<file path="config.mk">
export PLATFORM = sky130hd
export DESIGN_NAME = sfi_serial_unit
export DESIGN_NICKNAME = d
export VERILOG_FILES = /design/src/sfi_pkg.sv /design/src/sfi_serial_unit.sv
export SDC_FILE = /design/constraint.sdc
export NUM_CORES = 1
export LEC_CHECK = 0
export BUFFER_PORTS_ARGS = -buffer_cell sky130_fd_sc_hd__buf_4
export CAP_MARGIN = 10
export CELL_PAD_IN_SITES_DETAIL_PLACEMENT = 1
export CELL_PAD_IN_SITES_GLOBAL_PLACEMENT = 2
export CORE_MARGIN = 8
export CORE_UTILIZATION = 37
export DETAILED_ROUTE_END_ITERATION = 12
export PLACE_DENSITY_LB_ADDON = 0.08
export SLEW_MARGIN = 20
export SYNTH_ARGS = -nofsm -noshare
export SYNTH_HDL_FRONTEND = slang
export SYNTH_SLANG_ARGS = --single-unit
</file>
<file path="constraint.sdc">
create_clock -name sys_clk -period 5.4 [get_ports sys_clk]
set_input_delay 0.54 -clock sys_clk [delete_from_list [all_inputs] [get_ports sys_clk]]
set_output_delay 0.54 -clock sys_clk [all_outputs]
set_load 0.01 [all_outputs]
</file>
<file path="src/sfi_pkg.sv">
package sfi_pkg;

  // ----------------------------------------------------------------
  // register byte offsets
  // ----------------------------------------------------------------
  localparam logic [7:0] ADDR_CTRL = 8'h00; // serial_control_reg
  localparam logic [7:0] ADDR_STAT = 8'h04; // serial_status_reg
  localparam logic [7:0] ADDR_TXB  = 8'h08; // tx_buffer_reg
  localparam logic [7:0] ADDR_RXB  = 8'h0c; // rx_buffer_reg
  localparam logic [7:0] ADDR_BAUD = 8'h10; // 16x tick divisor
  localparam logic [7:0] ADDR_PORT = 8'h14; // port level / direction

  // ----------------------------------------------------------------
  // field positions
  // ----------------------------------------------------------------
  localparam int CTL_SYNC = 0; // 1: clocked synchronous mode
  localparam int CTL_PAR  = 1; // 1: even parity bit (async)
  localparam int CTL_TX_DONE_IRQ_ENABLE = 2; // tx_done_irq_enable
  localparam int CTL_RE   = 4; // rx_enable
  localparam int CTL_TE   = 5; // tx_enable
  localparam int CTL_RIE  = 6; // rx_irq_enable
  localparam int CTL_TIE  = 7; // tx_empty_irq_enable
  localparam int ST_TDONE = 2;
  localparam int ST_PER   = 3;
  localparam int ST_FER   = 4;
  localparam int ST_OVR   = 5;
  localparam int ST_RXF   = 6;
  localparam int ST_TXE   = 7;
  localparam int PRT_LVL  = 0; // port_level_reg
  localparam int PRT_DIR  = 1; // port_direction_reg

  // ----------------------------------------------------------------
  // reset values and counts
  // ----------------------------------------------------------------
  localparam logic [7:0] CTRL_RST  = 8'h00;
  localparam logic [7:0] BAUD_RST  = 8'h00;
  localparam logic [1:0] PORT_RST  = 2'h0;
  localparam logic [3:0] PHASE_END = 4'hf; // 16 ticks per bit
  localparam logic [3:0] SAMPLE_AT = 4'h7; // 8th tick after edge
  localparam logic [2:0] LAST_BIT  = 3'h7; // 8 data bits
  localparam logic [15:0] IRQ_VECTOR = 16'h0024;

  // ----------------------------------------------------------------
  // frame state machines
  // ----------------------------------------------------------------
  typedef enum logic [4:0] {
    SF_IDLE  = 5'b00001,
    SF_START = 5'b00010,
    SF_DATA  = 5'b00100,
    SF_PAR   = 5'b01000,
    SF_STOP  = 5'b10000
  } sfi_frame_t;

endpackage

</file>
<file path="src/sfi_serial_unit.sv">
// Added by the designer: the register offsets and the APB interface to the registers.
`timescale 1ns/10ps
module sfi_serial_unit (
  input  wire logic        sys_clk,
  input  wire logic        rst,
  input  wire logic [7:0]  paddr,
  input  wire logic        psel,
  input  wire logic        penable,
  input  wire logic        pwrite,
  input  wire logic [31:0] pwdata,
  output logic [31:0]      prdata,
  output logic             pready,
  output logic             pslverr,
  input  wire logic        serial_rx_pin,
  output logic             serial_tx_pin_out,
  output logic             serial_tx_pin_oe,
  output logic             serial_clk_out,
  output logic             rx_full_irq,
  output logic             tx_empty_irq,
  output logic             tx_done_irq,
  output logic             rx_error_irq,
  output logic             serial_irq,
  output logic [15:0]      serial_irq_vector
);

  // ----------------------------------------------------------------
  // declarations
  // ----------------------------------------------------------------
  logic [7:0] serial_control_reg, next_serial_control_reg;
  logic [7:0] baud_div, next_baud_div;
  logic [1:0] port_reg, next_port_reg;
  logic [7:0] tx_buffer_reg, next_tx_buffer_reg;
  logic [7:0] rx_buffer_reg, next_rx_buffer_reg;
  logic       tx_empty_flag, next_tx_empty_flag;
  logic       tx_done_flag, next_tx_done_flag;
  logic       rx_full_flag, next_rx_full_flag;
  logic       overrun_flag, next_overrun_flag;
  logic       framing_error_flag, next_framing_error_flag;
  logic       parity_error_flag, next_parity_error_flag;
  logic [31:0] next_prdata;
  logic       next_pready, next_pslverr;
  logic [7:0] baud_cnt, next_baud_cnt;
  logic [3:0] bit_phase, next_bit_phase;
  sfi_pkg::sfi_frame_t tx_state, next_tx_state;
  logic [7:0] tx_shift_reg, next_tx_shift_reg;
  logic [2:0] tx_bits, next_tx_bits;
  logic       tx_line, next_tx_line;
  logic       tx_par, next_tx_par;
  logic       tx_load, tx_finish, tx_free;
  sfi_pkg::sfi_frame_t rx_state, next_rx_state;
  logic [7:0] rx_shift_reg, next_rx_shift_reg;
  logic [2:0] rx_bits, next_rx_bits;
  logic [3:0] rx_cnt, next_rx_cnt;
  logic       rx_par_bad, next_rx_par_bad;
  logic       rx_break, next_rx_break;
  logic       rx_last, next_rx_last;
  logic       rx_done, rx_fer, rx_sample;
  logic       rx_meta, rx_sync;
  logic       next_tx_pin_out, next_tx_pin_oe, next_clk_out;
  logic       tick, bit_end, any_err, sync_mode, start_ok;
  logic       acc, wr_ok, rd_ok, unmapped;

  assign sync_mode = serial_control_reg[sfi_pkg::CTL_SYNC];
  assign any_err   = overrun_flag | framing_error_flag | parity_error_flag;
  assign serial_irq_vector = sfi_pkg::IRQ_VECTOR;

  // ----------------------------------------------------------------
  // apb slave: one wait state so read data comes from a flop
  // ----------------------------------------------------------------
  assign acc      = psel & penable;
  assign wr_ok    = acc & pready & pwrite;
  assign rd_ok    = acc & pready & ~pwrite;
  assign unmapped = (paddr[1:0] != 2'h0) || (paddr > sfi_pkg::ADDR_PORT);

  // read mux and answer, captured in the first access cycle
  always_comb begin
    next_pready  = acc & ~pready;
    next_pslverr = acc & ~pready & unmapped;
    next_prdata  = prdata;
    if (acc & ~pready) begin
      next_prdata = 32'h0;
      case (paddr)
        sfi_pkg::ADDR_CTRL: next_prdata[7:0] = serial_control_reg;
        sfi_pkg::ADDR_STAT: next_prdata[7:0] = {tx_empty_flag, rx_full_flag,
          overrun_flag, framing_error_flag, parity_error_flag, tx_done_flag, 2'h0};
        sfi_pkg::ADDR_TXB:  next_prdata[7:0] = tx_buffer_reg;
        sfi_pkg::ADDR_RXB:  next_prdata[7:0] = rx_buffer_reg;
        sfi_pkg::ADDR_BAUD: next_prdata[7:0] = baud_div;
        sfi_pkg::ADDR_PORT: next_prdata[1:0] = port_reg;
        default:            next_prdata = 32'h0;
      endcase
    end
  end

  always_ff @(posedge sys_clk) begin
    if (rst) begin
      pready  <= 1'b0;
      pslverr <= 1'b0;
      prdata  <= 32'h0;
    end else begin
      pready  <= next_pready;
      pslverr <= next_pslverr;
      prdata  <= next_prdata;
    end
  end

  // ----------------------------------------------------------------
  // control registers and buffers
  // ----------------------------------------------------------------
  always_comb begin
    next_serial_control_reg = serial_control_reg;
    next_baud_div           = baud_div;
    next_port_reg           = port_reg;
    next_tx_buffer_reg      = tx_buffer_reg;
    next_rx_buffer_reg      = rx_buffer_reg;
    if (wr_ok && paddr == sfi_pkg::ADDR_CTRL) next_serial_control_reg = pwdata[7:0];
    if (wr_ok && paddr == sfi_pkg::ADDR_BAUD) next_baud_div = pwdata[7:0];
    if (wr_ok && paddr == sfi_pkg::ADDR_PORT) next_port_reg = pwdata[1:0];
    if (wr_ok && paddr == sfi_pkg::ADDR_TXB) next_tx_buffer_reg = pwdata[7:0];
    // overrun leaves the old word in place
    if (rx_done && !rx_full_flag) next_rx_buffer_reg = next_rx_shift_reg;
  end

  always_ff @(posedge sys_clk) begin
    if (rst) begin
      serial_control_reg <= sfi_pkg::CTRL_RST;
      baud_div           <= sfi_pkg::BAUD_RST;
      port_reg           <= sfi_pkg::PORT_RST;
      tx_buffer_reg      <= 8'h00;
      rx_buffer_reg      <= 8'h00;
    end else begin
      serial_control_reg <= next_serial_control_reg;
      baud_div           <= next_baud_div;
      port_reg           <= next_port_reg;
      tx_buffer_reg      <= next_tx_buffer_reg;
      rx_buffer_reg      <= next_rx_buffer_reg;
    end
  end

  // ----------------------------------------------------------------
  // status flags: hardware set wins over any clear in the same cycle
  // ----------------------------------------------------------------
  always_comb begin
    next_tx_empty_flag      = tx_empty_flag;
    next_tx_done_flag       = tx_done_flag;
    next_rx_full_flag       = rx_full_flag;
    next_overrun_flag       = overrun_flag;
    next_framing_error_flag = framing_error_flag;
    next_parity_error_flag  = parity_error_flag;
    if (wr_ok && paddr == sfi_pkg::ADDR_TXB) next_tx_empty_flag = 1'b0;
    if (tx_load) next_tx_empty_flag = 1'b1;
    // software clears by writing 0; rx_enable has no say here
    if (wr_ok && paddr == sfi_pkg::ADDR_STAT) begin
      if (!pwdata[sfi_pkg::ST_RXF]) next_rx_full_flag = 1'b0;
      if (!pwdata[sfi_pkg::ST_OVR]) next_overrun_flag = 1'b0;
      if (!pwdata[sfi_pkg::ST_FER]) next_framing_error_flag = 1'b0;
      if (!pwdata[sfi_pkg::ST_PER]) next_parity_error_flag = 1'b0;
    end
    if (rd_ok && paddr == sfi_pkg::ADDR_RXB) next_rx_full_flag = 1'b0;
    if (tx_load) next_tx_done_flag = 1'b0;
    if (tx_finish || !serial_control_reg[sfi_pkg::CTL_TE]) next_tx_done_flag = 1'b1;
    if (rx_done) begin
      if (rx_full_flag) next_overrun_flag = 1'b1;
      else next_rx_full_flag = 1'b1;
      if (rx_fer) next_framing_error_flag = 1'b1;
      if (rx_par_bad) next_parity_error_flag = 1'b1;
    end
  end

  always_ff @(posedge sys_clk) begin
    if (rst) begin
      tx_empty_flag      <= 1'b1;
      tx_done_flag       <= 1'b1;
      rx_full_flag       <= 1'b0;
      overrun_flag       <= 1'b0;
      framing_error_flag <= 1'b0;
      parity_error_flag  <= 1'b0;
    end else begin
      tx_empty_flag      <= next_tx_empty_flag;
      tx_done_flag       <= next_tx_done_flag;
      rx_full_flag       <= next_rx_full_flag;
      overrun_flag       <= next_overrun_flag;
      framing_error_flag <= next_framing_error_flag;
      parity_error_flag  <= next_parity_error_flag;
    end
  end

  // ----------------------------------------------------------------
  // 16x tick divider and shared bit phase
  // ----------------------------------------------------------------
  assign tick    = (baud_cnt == baud_div);
  assign bit_end = tick && (bit_phase == sfi_pkg::PHASE_END);

  always_comb begin
    next_baud_cnt  = tick ? 8'h00 : baud_cnt + 8'h01;
    next_bit_phase = tick ? bit_phase + 4'h1 : bit_phase;
  end

  always_ff @(posedge sys_clk) begin
    if (rst) begin
      baud_cnt  <= 8'h00;
      bit_phase <= 4'h0;
    end else begin
      baud_cnt  <= next_baud_cnt;
      bit_phase <= next_bit_phase;
    end
  end

  // ----------------------------------------------------------------
  // transmitter
  // ----------------------------------------------------------------
  // no handoff in a cycle that writes the buffer, so new data never
  // slips past a flag that was just set
  assign start_ok = !tx_empty_flag && !(wr_ok && paddr == sfi_pkg::ADDR_TXB)
                    && !(sync_mode && any_err);
  assign tx_free  = (tx_state == sfi_pkg::SF_IDLE) || (tx_state == sfi_pkg::SF_STOP) ||
                    (tx_state == sfi_pkg::SF_DATA && sync_mode &&
                     tx_bits == sfi_pkg::LAST_BIT);

  always_comb begin
    next_tx_state     = tx_state;
    next_tx_shift_reg = tx_shift_reg;
    next_tx_bits      = tx_bits;
    next_tx_line      = tx_line;
    next_tx_par       = tx_par;
    tx_load           = 1'b0;
    tx_finish         = 1'b0;
    if (bit_end) begin
      case (tx_state)
        sfi_pkg::SF_START: begin
          next_tx_state = sfi_pkg::SF_DATA;
          next_tx_line  = tx_shift_reg[0];
        end
        sfi_pkg::SF_DATA: begin
          next_tx_bits      = tx_bits + 3'h1;
          next_tx_shift_reg = {1'b1, tx_shift_reg[7:1]};
          next_tx_line      = tx_shift_reg[1];
          if (tx_bits == sfi_pkg::LAST_BIT) begin
            next_tx_state = serial_control_reg[sfi_pkg::CTL_PAR] ? sfi_pkg::SF_PAR
                                                                 : sfi_pkg::SF_STOP;
            next_tx_line  = serial_control_reg[sfi_pkg::CTL_PAR] ? tx_par : 1'b1;
          end
        end
        sfi_pkg::SF_PAR: begin
          next_tx_state = sfi_pkg::SF_STOP;
          next_tx_line  = 1'b1;
        end
        default: ;
      endcase
      // end of frame or idle: hand the buffer over or go to mark
      if (tx_free) begin
        if (serial_control_reg[sfi_pkg::CTL_TE] && start_ok) begin
          tx_load           = 1'b1;
          next_tx_shift_reg = tx_buffer_reg;
          next_tx_par       = ^tx_buffer_reg;
          next_tx_bits      = 3'h0;
          next_tx_state     = sync_mode ? sfi_pkg::SF_DATA : sfi_pkg::SF_START;
          next_tx_line      = sync_mode ? tx_buffer_reg[0] : 1'b0;
        end else begin
          tx_finish     = (tx_state != sfi_pkg::SF_IDLE);
          next_tx_state = sfi_pkg::SF_IDLE;
          next_tx_line  = 1'b1;
        end
      end
    end
    // disabling drops any frame in flight
    if (!serial_control_reg[sfi_pkg::CTL_TE]) begin
      next_tx_state = sfi_pkg::SF_IDLE;
      next_tx_line  = 1'b1;
      tx_load       = 1'b0;
      tx_finish     = 1'b0;
    end
  end

  always_ff @(posedge sys_clk) begin
    if (rst) begin
      tx_state     <= sfi_pkg::SF_IDLE;
      tx_shift_reg <= 8'h00;
      tx_bits      <= 3'h0;
      tx_line      <= 1'b1;
      tx_par       <= 1'b0;
    end else begin
      tx_state     <= next_tx_state;
      tx_shift_reg <= next_tx_shift_reg;
      tx_bits      <= next_tx_bits;
      tx_line      <= next_tx_line;
      tx_par       <= next_tx_par;
    end
  end

  // ----------------------------------------------------------------
  // receive pin synchroniser
  // ----------------------------------------------------------------
  always_ff @(posedge sys_clk) begin
    if (rst) begin
      rx_meta <= 1'b1;
      rx_sync <= 1'b1;
    end else begin
      rx_meta <= serial_rx_pin;
      rx_sync <= rx_meta;
    end
  end

  // ----------------------------------------------------------------
  // receiver
  // ----------------------------------------------------------------
  // async samples 8 ticks after the edge; sync on the clock's rising edge
  assign rx_sample = tick && (sync_mode ? bit_phase == sfi_pkg::SAMPLE_AT
                                        : rx_cnt == sfi_pkg::SAMPLE_AT);

  always_comb begin
    next_rx_state     = rx_state;
    next_rx_shift_reg = rx_shift_reg;
    next_rx_bits      = rx_bits;
    next_rx_cnt       = tick ? rx_cnt + 4'h1 : rx_cnt;
    next_rx_par_bad   = rx_par_bad;
    next_rx_break     = rx_break & ~rx_sync;
    next_rx_last      = tick ? rx_sync : rx_last;
    rx_done           = 1'b0;
    rx_fer            = 1'b0;
    case (rx_state)
      sfi_pkg::SF_IDLE: begin
        next_rx_cnt     = 4'h0;
        next_rx_par_bad = 1'b0;
        // a held break restarts without a new falling edge once the error flags are clear, so the framing error recurs
        if (serial_control_reg[sfi_pkg::CTL_RE] && !any_err) begin
          if (sync_mode && bit_end) begin
            next_rx_state = sfi_pkg::SF_DATA;
            next_rx_bits  = 3'h0;
          end else if (!sync_mode && tick && !rx_sync && (rx_last || rx_break))
            next_rx_state = sfi_pkg::SF_START;
        end
      end
      sfi_pkg::SF_START: if (rx_sample) begin
        next_rx_state = rx_sync ? sfi_pkg::SF_IDLE : sfi_pkg::SF_DATA; // glitch rejected
        next_rx_bits  = 3'h0;
      end
      sfi_pkg::SF_DATA: if (rx_sample) begin
        next_rx_shift_reg = {rx_sync, rx_shift_reg[7:1]};
        next_rx_bits      = rx_bits + 3'h1;
        if (rx_bits == sfi_pkg::LAST_BIT) begin
          if (sync_mode) begin
            rx_done       = 1'b1;
            next_rx_state = sfi_pkg::SF_IDLE;
          end else
            next_rx_state = serial_control_reg[sfi_pkg::CTL_PAR] ? sfi_pkg::SF_PAR
                                                                 : sfi_pkg::SF_STOP;
        end
      end
      sfi_pkg::SF_PAR: if (rx_sample) begin
        next_rx_par_bad = (^rx_shift_reg) ^ rx_sync;
        next_rx_state   = sfi_pkg::SF_STOP;
      end
      sfi_pkg::SF_STOP: if (rx_sample) begin
        rx_done       = 1'b1;
        rx_fer        = !rx_sync;
        next_rx_break = !rx_sync;
        next_rx_state = sfi_pkg::SF_IDLE;
      end
      default: next_rx_state = sfi_pkg::SF_IDLE;
    endcase
    if (!serial_control_reg[sfi_pkg::CTL_RE]) begin
      next_rx_state = sfi_pkg::SF_IDLE;
      rx_done       = 1'b0;
    end
  end

  always_ff @(posedge sys_clk) begin
    if (rst) begin
      rx_state     <= sfi_pkg::SF_IDLE;
      rx_shift_reg <= 8'h00;
      rx_bits      <= 3'h0;
      rx_cnt       <= 4'h0;
      rx_par_bad   <= 1'b0;
      rx_break     <= 1'b0;
      rx_last      <= 1'b1;
    end else begin
      rx_state     <= next_rx_state;
      rx_shift_reg <= next_rx_shift_reg;
      rx_bits      <= next_rx_bits;
      rx_cnt       <= next_rx_cnt;
      rx_par_bad   <= next_rx_par_bad;
      rx_break     <= next_rx_break;
      rx_last      <= next_rx_last;
    end
  end

  // ----------------------------------------------------------------
  // pins and interrupt requests
  // ----------------------------------------------------------------
  always_comb begin
    if (serial_control_reg[sfi_pkg::CTL_TE]) begin
      next_tx_pin_out = tx_line;
      next_tx_pin_oe  = 1'b1;
    end else begin
      next_tx_pin_out = port_reg[sfi_pkg::PRT_LVL];
      next_tx_pin_oe  = port_reg[sfi_pkg::PRT_DIR];
    end
    // sync clock: low in the first half of each bit, high otherwise
    next_clk_out = !(sync_mode && (tx_state == sfi_pkg::SF_DATA ||
                                   rx_state == sfi_pkg::SF_DATA))
                   || bit_phase[3];
  end

  always_ff @(posedge sys_clk) begin
    if (rst) begin
      serial_tx_pin_out <= 1'b1;
      serial_tx_pin_oe  <= 1'b0;
      serial_clk_out    <= 1'b1;
      tx_empty_irq      <= 1'b0;
      tx_done_irq       <= 1'b0;
      rx_full_irq       <= 1'b0;
      rx_error_irq      <= 1'b0;
      serial_irq        <= 1'b0;
    end else begin
      serial_tx_pin_out <= next_tx_pin_out;
      serial_tx_pin_oe  <= next_tx_pin_oe;
      serial_clk_out    <= next_clk_out;
      tx_empty_irq      <= tx_empty_flag & serial_control_reg[sfi_pkg::CTL_TIE];
      tx_done_irq       <= tx_done_flag & serial_control_reg[sfi_pkg::CTL_TX_DONE_IRQ_ENABLE];
      rx_full_irq       <= rx_full_flag & serial_control_reg[sfi_pkg::CTL_RIE];
      rx_error_irq      <= any_err & serial_control_reg[sfi_pkg::CTL_RIE];
      serial_irq        <= serial_control_reg[sfi_pkg::CTL_TIE] & tx_empty_flag
                         | serial_control_reg[sfi_pkg::CTL_TX_DONE_IRQ_ENABLE] & tx_done_flag
                         | serial_control_reg[sfi_pkg::CTL_RIE] & (rx_full_flag | any_err);
    end
  end

endmodule // sfi_serial_unit

</file>
Word level (Yosys, flattened, before mapping)
Cells that the tools add are included.
Widths: inputs -> output; s select.

storage, ports and cells
  register bits after elaboration = 113
  latch bits = 0
  RAM bits = 0
  memory bits (read-only) = 0
  input bits = 46
  logic and storage cells = 232
  memories kept = 0

cells by class
  $add $sub $neg = 5
  multipliers = 0
  divide/modulo/power cells = 0
  order comparisons = 1
  eq/ne operators = 31
  shifts and indexed selects = 0
  multiplexer cells = 78
  bitwise logic cells = 23
  reductions and logical operators = 56

operators with widths
  cell                 count
  $mux 5               12
  $mux 1               43
  $mux 8               5
  $mux 3               10
  $pmux 6 s5           1
  $pmux 5 s5           1
  $logic_and 1x1->1    21
  $eq 8x4->1 const B   2
  $eq 8x5->1 const B   2
  $reduce_xor 8->1     2
  $pmux 5 s3           1
  $ne 2x2->1 const B   7
  $and 1x1->1          12
  $reduce_or 2->1      6
  $eq 5x1->1 const B   2
  $eq 5x2->1 const B   2
  $eq 5x3->1 const B   2
  $eq 5x4->1 const B   2
  $eq 5x5->1 const B   2
  $pmux 2 s5           1
  $logic_not 1->1      9
  $pmux 3 s3           1
  $add 4x1->4 const B  2
  $add 8x1->8 const B  1
  24 further kinds     45

Depth between registers and ports, before layout
  depth after elaboration = 14
  gate-level depth with buffers = 8
  mapped depth without buffers = 7

Least setup slack after synthesis
No wires, ideal clock.

  path type = input -> register
  from = input paddr[1]
  to = register rx_full_flag
  arrival = 1.957 ns
  setup slack = 3.309 ns
  stages = 6
  cells stage by stage = or4_4 -> buf_6 -> nor4b_4 -> nand3b_1 -> o211ai_1 -> a21oi_1

on the way
  word-level cells in the longest chain between the ends = 6

ends and longest elaborated chain
  what                    line                    RTL
  start: declaration      sfi_serial_unit.sv:6    input wire logic [7:0] paddr,
  $eq 8x3->1              sfi_serial_unit.sv:153  if (wr_ok && paddr == sfi_pkg::ADDR_STAT) begin
  $logic_and 1x1->1       sfi_serial_unit.sv:153
  $mux 1                  sfi_serial_unit.sv:153
  $mux 1 *                sfi_serial_unit.sv:159  if (rd_ok && paddr == sfi_pkg::ADDR_RXB) next_rx_full_flag = 1'b0;
  $mux 1                  sfi_serial_unit.sv:163  if (rx_full_flag) next_overrun_flag = 1'b1;
  $mux 1 *                sfi_serial_unit.sv:162  if (rx_done) begin
  end signal: assignment  sfi_serial_unit.sv:181  rx_full_flag <= next_rx_full_flag;
  end: declaration        sfi_serial_unit.sv:36   logic rx_full_flag, next_rx_full_flag;

Every way passes the cells marked *; elsewhere a longest branch is shown, timed or not.
A chain may end at the register's enable or synchronous reset.

Worst setup path after layout
  from = register pready
  to = register tx_state[2]

on the way
  word-level cells in the longest chain between the ends = 9

ends and longest elaborated chain
  what                       line                    RTL
  start: declaration         sfi_serial_unit.sv:12   output logic pready,
  start signal: assignment   sfi_serial_unit.sv:101  pready <= next_pready;
  $and 1x1->1 (2 in series)  sfi_serial_unit.sv:71   assign wr_ok = acc & pready & pwrite;
  $logic_and 1x1->1          sfi_serial_unit.sv:214  assign start_ok = !tx_empty_flag && !(wr_ok && paddr == sfi_pkg::ADDR_TXB)
  $logic_not 1->1            sfi_serial_unit.sv:214
  $logic_and 1x1->1          sfi_serial_unit.sv:214
  $logic_and 1x1->1          sfi_serial_unit.sv:215  && !(sync_mode && any_err);
  $logic_and 1x1->1          sfi_serial_unit.sv:252  if (serial_control_reg[sfi_pkg::CTL_TE] && start_ok) begin
  $mux 3                     sfi_serial_unit.sv:252
  $mux 5                     sfi_serial_unit.sv:251  if (tx_free) begin
  end signal: assignment     sfi_serial_unit.sv:277  tx_state <= sfi_pkg::SF_IDLE;
  end signal: assignment     sfi_serial_unit.sv:283  tx_state <= next_tx_state;
  end: declaration           sfi_serial_unit.sv:44   sfi_pkg::sfi_frame_t tx_state, next_tx_state;

No other way between the ends.

==> flow_metrics.tcl <==
set metrics [dict create \
    setup_viol 0 \
    hpwl_mm 12.5 \
    regArea_um2 2260 \
    synthCells 671 \
    rsz0062_at_grt "false" \
    min_period_over_period 0.538 \
    synth.area.top_cells "dfxtp_1 (38%), mux2i_1 (6.0%), buf_4 (5.3%)" \
    rows 46 \
    path_buf_inv 0 \
    core_um2 15800 \
    numCtsBuffers 17 \
    syn_area_per_cell_um2 8.89 \
    synthDistinctLibCells 75 \
    routedWlPerCell_um 18.7 \
    synth-edff-count 0 \
    overflow 0 \
    insertion_delay_ps 420 \
    n_antenna_cell 0 \
    tns_ps 0 \
    slew_violations 0 \
    p_leak_nw 2.61 \
    grt_usage 0.174 \
    port_buffers 39 \
    hold_viol 0 \
    antenna_left 0 \
    cp_top_family "simple AND/OR/NAND/NOR gates" \
    cp_cell_sequence "and4_1 > nand4b_1 > and3_1 > a2111oi_0 > nor3b_1" \
    path_class "flop to flop" \
    arrival_ps 3190 \
    drt_first_iter_violations 290 \
    cts_root_buf "clkbuf_16" \
    placement.cell_area_um2 6190 \
    yosys.area.top_type "dfxtp_1" \
    startpoint_type "flop" \
    grt_pass1_wl_mm 27.6 \
    yosys_warnings 0 \
    synth_top_area_frac 0.379 \
    tritoncts "yes" \
    dieArea_um2 20500 \
    grt_max_degree 64 \
    drc 0 \
    grt_pass1_vias 5106 \
    cp_slowest_cell "nand4b_1" \
    multi_input_area_um2 3300 \
    ioPinCount 104 \
    cp-end-kind "flop" \
    nFillCells 1864 \
    clkTransAtPathRegs_ps 60 \
    worst_slew_pin_slew_ps 939 \
    wirelength_mm 17.1 \
    status "finished clean" \
    postCtsSetupBuffers 0 \
    first_pass_iters 4 \
    yosysSeqAreaShare 0.379 \
    die_w_um 143 \
    vias_per_cell 5.33 \
    area_delta_synth_final_pct 13.1 \
    cts_resized 0 \
    period_needed_ps 2900 \
    critPathRequiredTime_ps 5680 \
    hold_path_class "primary input to flop" \
    routabilityCongestion 0.845 \
    fin_worst_skew_ps 13.1 \
    layout_commonest_cell "dfxtp_1" \
    vdd_ir_drop_max_v 0.000255 \
    die_h_um 143 \
    slew_headroom 0.365 \
    clk_path_buf_depth 2 \
    drive_gt1_frac 0.153 \
    p_per_area_nw_per_um2 295 \
    clkSinkCount 113 \
    htreeDepth 4 \
    max_clock_freq_ghz 0.344 \
    drv_cap 0 \
    cts-hold-fix-buffers 0 \
    layout_common_cells "dfxtp_1 (113), nor2_1 (67), buf_4 (43)" \
    slowest_delay_ps 760 \
    syn_area_um2 5970 \
    start_util 0.377 \
    ys.flop_type "dfxtp_1" \
    final_area_um2 6750 \
    vias 4886 \
    antenna_found_initial 0 \
    async_flop_share 0 \
    synth-seq-cells 113 \
    nets 740 \
    critPathMaxFanout 13 \
]
[layer usage]
metal | vias to the layer above | GRT usage | share of wire
li1 | 2379 | - | -
met1 | 2386 | 0.218 | 0.47
met2 | 110 | 0.280 | 0.47
met3 | 11 | 0.0501 | 0.051
met4 | 0 | 0.0554 | 0.011
met5 | - | 0 | 0
[worst paths after layout]
kind                            slack (ps)     startpoint  cells past startpoint          end
worst max-delay path                  2500         pready                      5  tx_state[2]
worst min-delay path                   320  serial_rx_pin                      2      rx_meta
worst max register to register        2500         pready                      5  tx_state[2]
worst min register to register         410        rx_meta                      1      rx_sync
[layout make-up]
| class | count | share of cell area |
|---|---|---|
| multi-input cells | 502 | 0.489 |
| flip-flops and latches | 113 | 0.335 |
| clock buffers | 20 | 0.0661 |
| repair buffers | 43 | 0.0478 |
| well taps | 216 | 0.0400 |
| clock inverters | 12 | 0.0165 |
| inverters | 10 | 0.00556 |
[synthesized netlist by cell type, drive strengths merged (2+ instances only)]
library cell / n
nor4: 5
nand4: 15
and3b: 2
conb: 2
mux2: 9
or3: 7
buf: 64
o21bai: 2
o31ai: 5
or4: 4
nand3: 33
a32oi: 2
xor2: 9
nor3b: 5
a221oi: 12
o32a: 2
or2: 5
o311a: 2
nand4b: 2
ha: 7
a211o: 2
and4: 4
nor2b: 10
o211ai: 5
nand2: 31
xnor2: 25
inv: 10
o21ai: 24
mux2i: 36
dfxtp: 113
and3: 8
a31oi: 2
a21oi: 38
and4b: 3
o31a: 2
and2: 4
nor2: 67
a211oi: 16
nor3: 16
clkbuf: 20
nor4b: 4
a311oi: 2
a22oi: 8
nand3b: 5
nand2b: 10
[where the power goes]
group / total, W / switching (W) / internal (W)
Combinational: 0.0000819 / 0.0000528 / 0.0000291
Clock: 0.00106 / 0.000415 / 0.000644
Sequential: 0.000847 / 0.00000571 / 0.000842
[stage by stage]
stage | utilization | worst slack [ps] | instances | hold slack [ps] | total power [W]
after floorplan | - | 3310 | 709 | 389 | 0.000934
after global placement | 0.391 | 2350 | 884 | 406 | 0.000944
after detailed placement | 0.391 | 2250 | 884 | 407 | 0.000946
after CTS | 0.427 | 2500 | 916 | 295 | 0.00201
after global routing | 0.427 | 2190 | 916 | 299 | 0.00206
final | 0.427 | 2500 | 916 | 322 | 0.00199
[cell families (layout without fill, tap and decap cells)]
logic type                 Yosys count  count (layout)  share of synthesized area
adders and majority gates            7               7                     0.0147
DFF                                113             113                      0.379
and+or+nand+nor                    240             240                      0.223
other                                2              40                    0.00126
xor gates and xnor gates            35              35                     0.0537
buffers and inverters               94              85                     0.0916
muxes                               45              45                     0.0774
AOI/OAI and AO/OA                  135             135                      0.159
(Power assumes the default switching activity.)
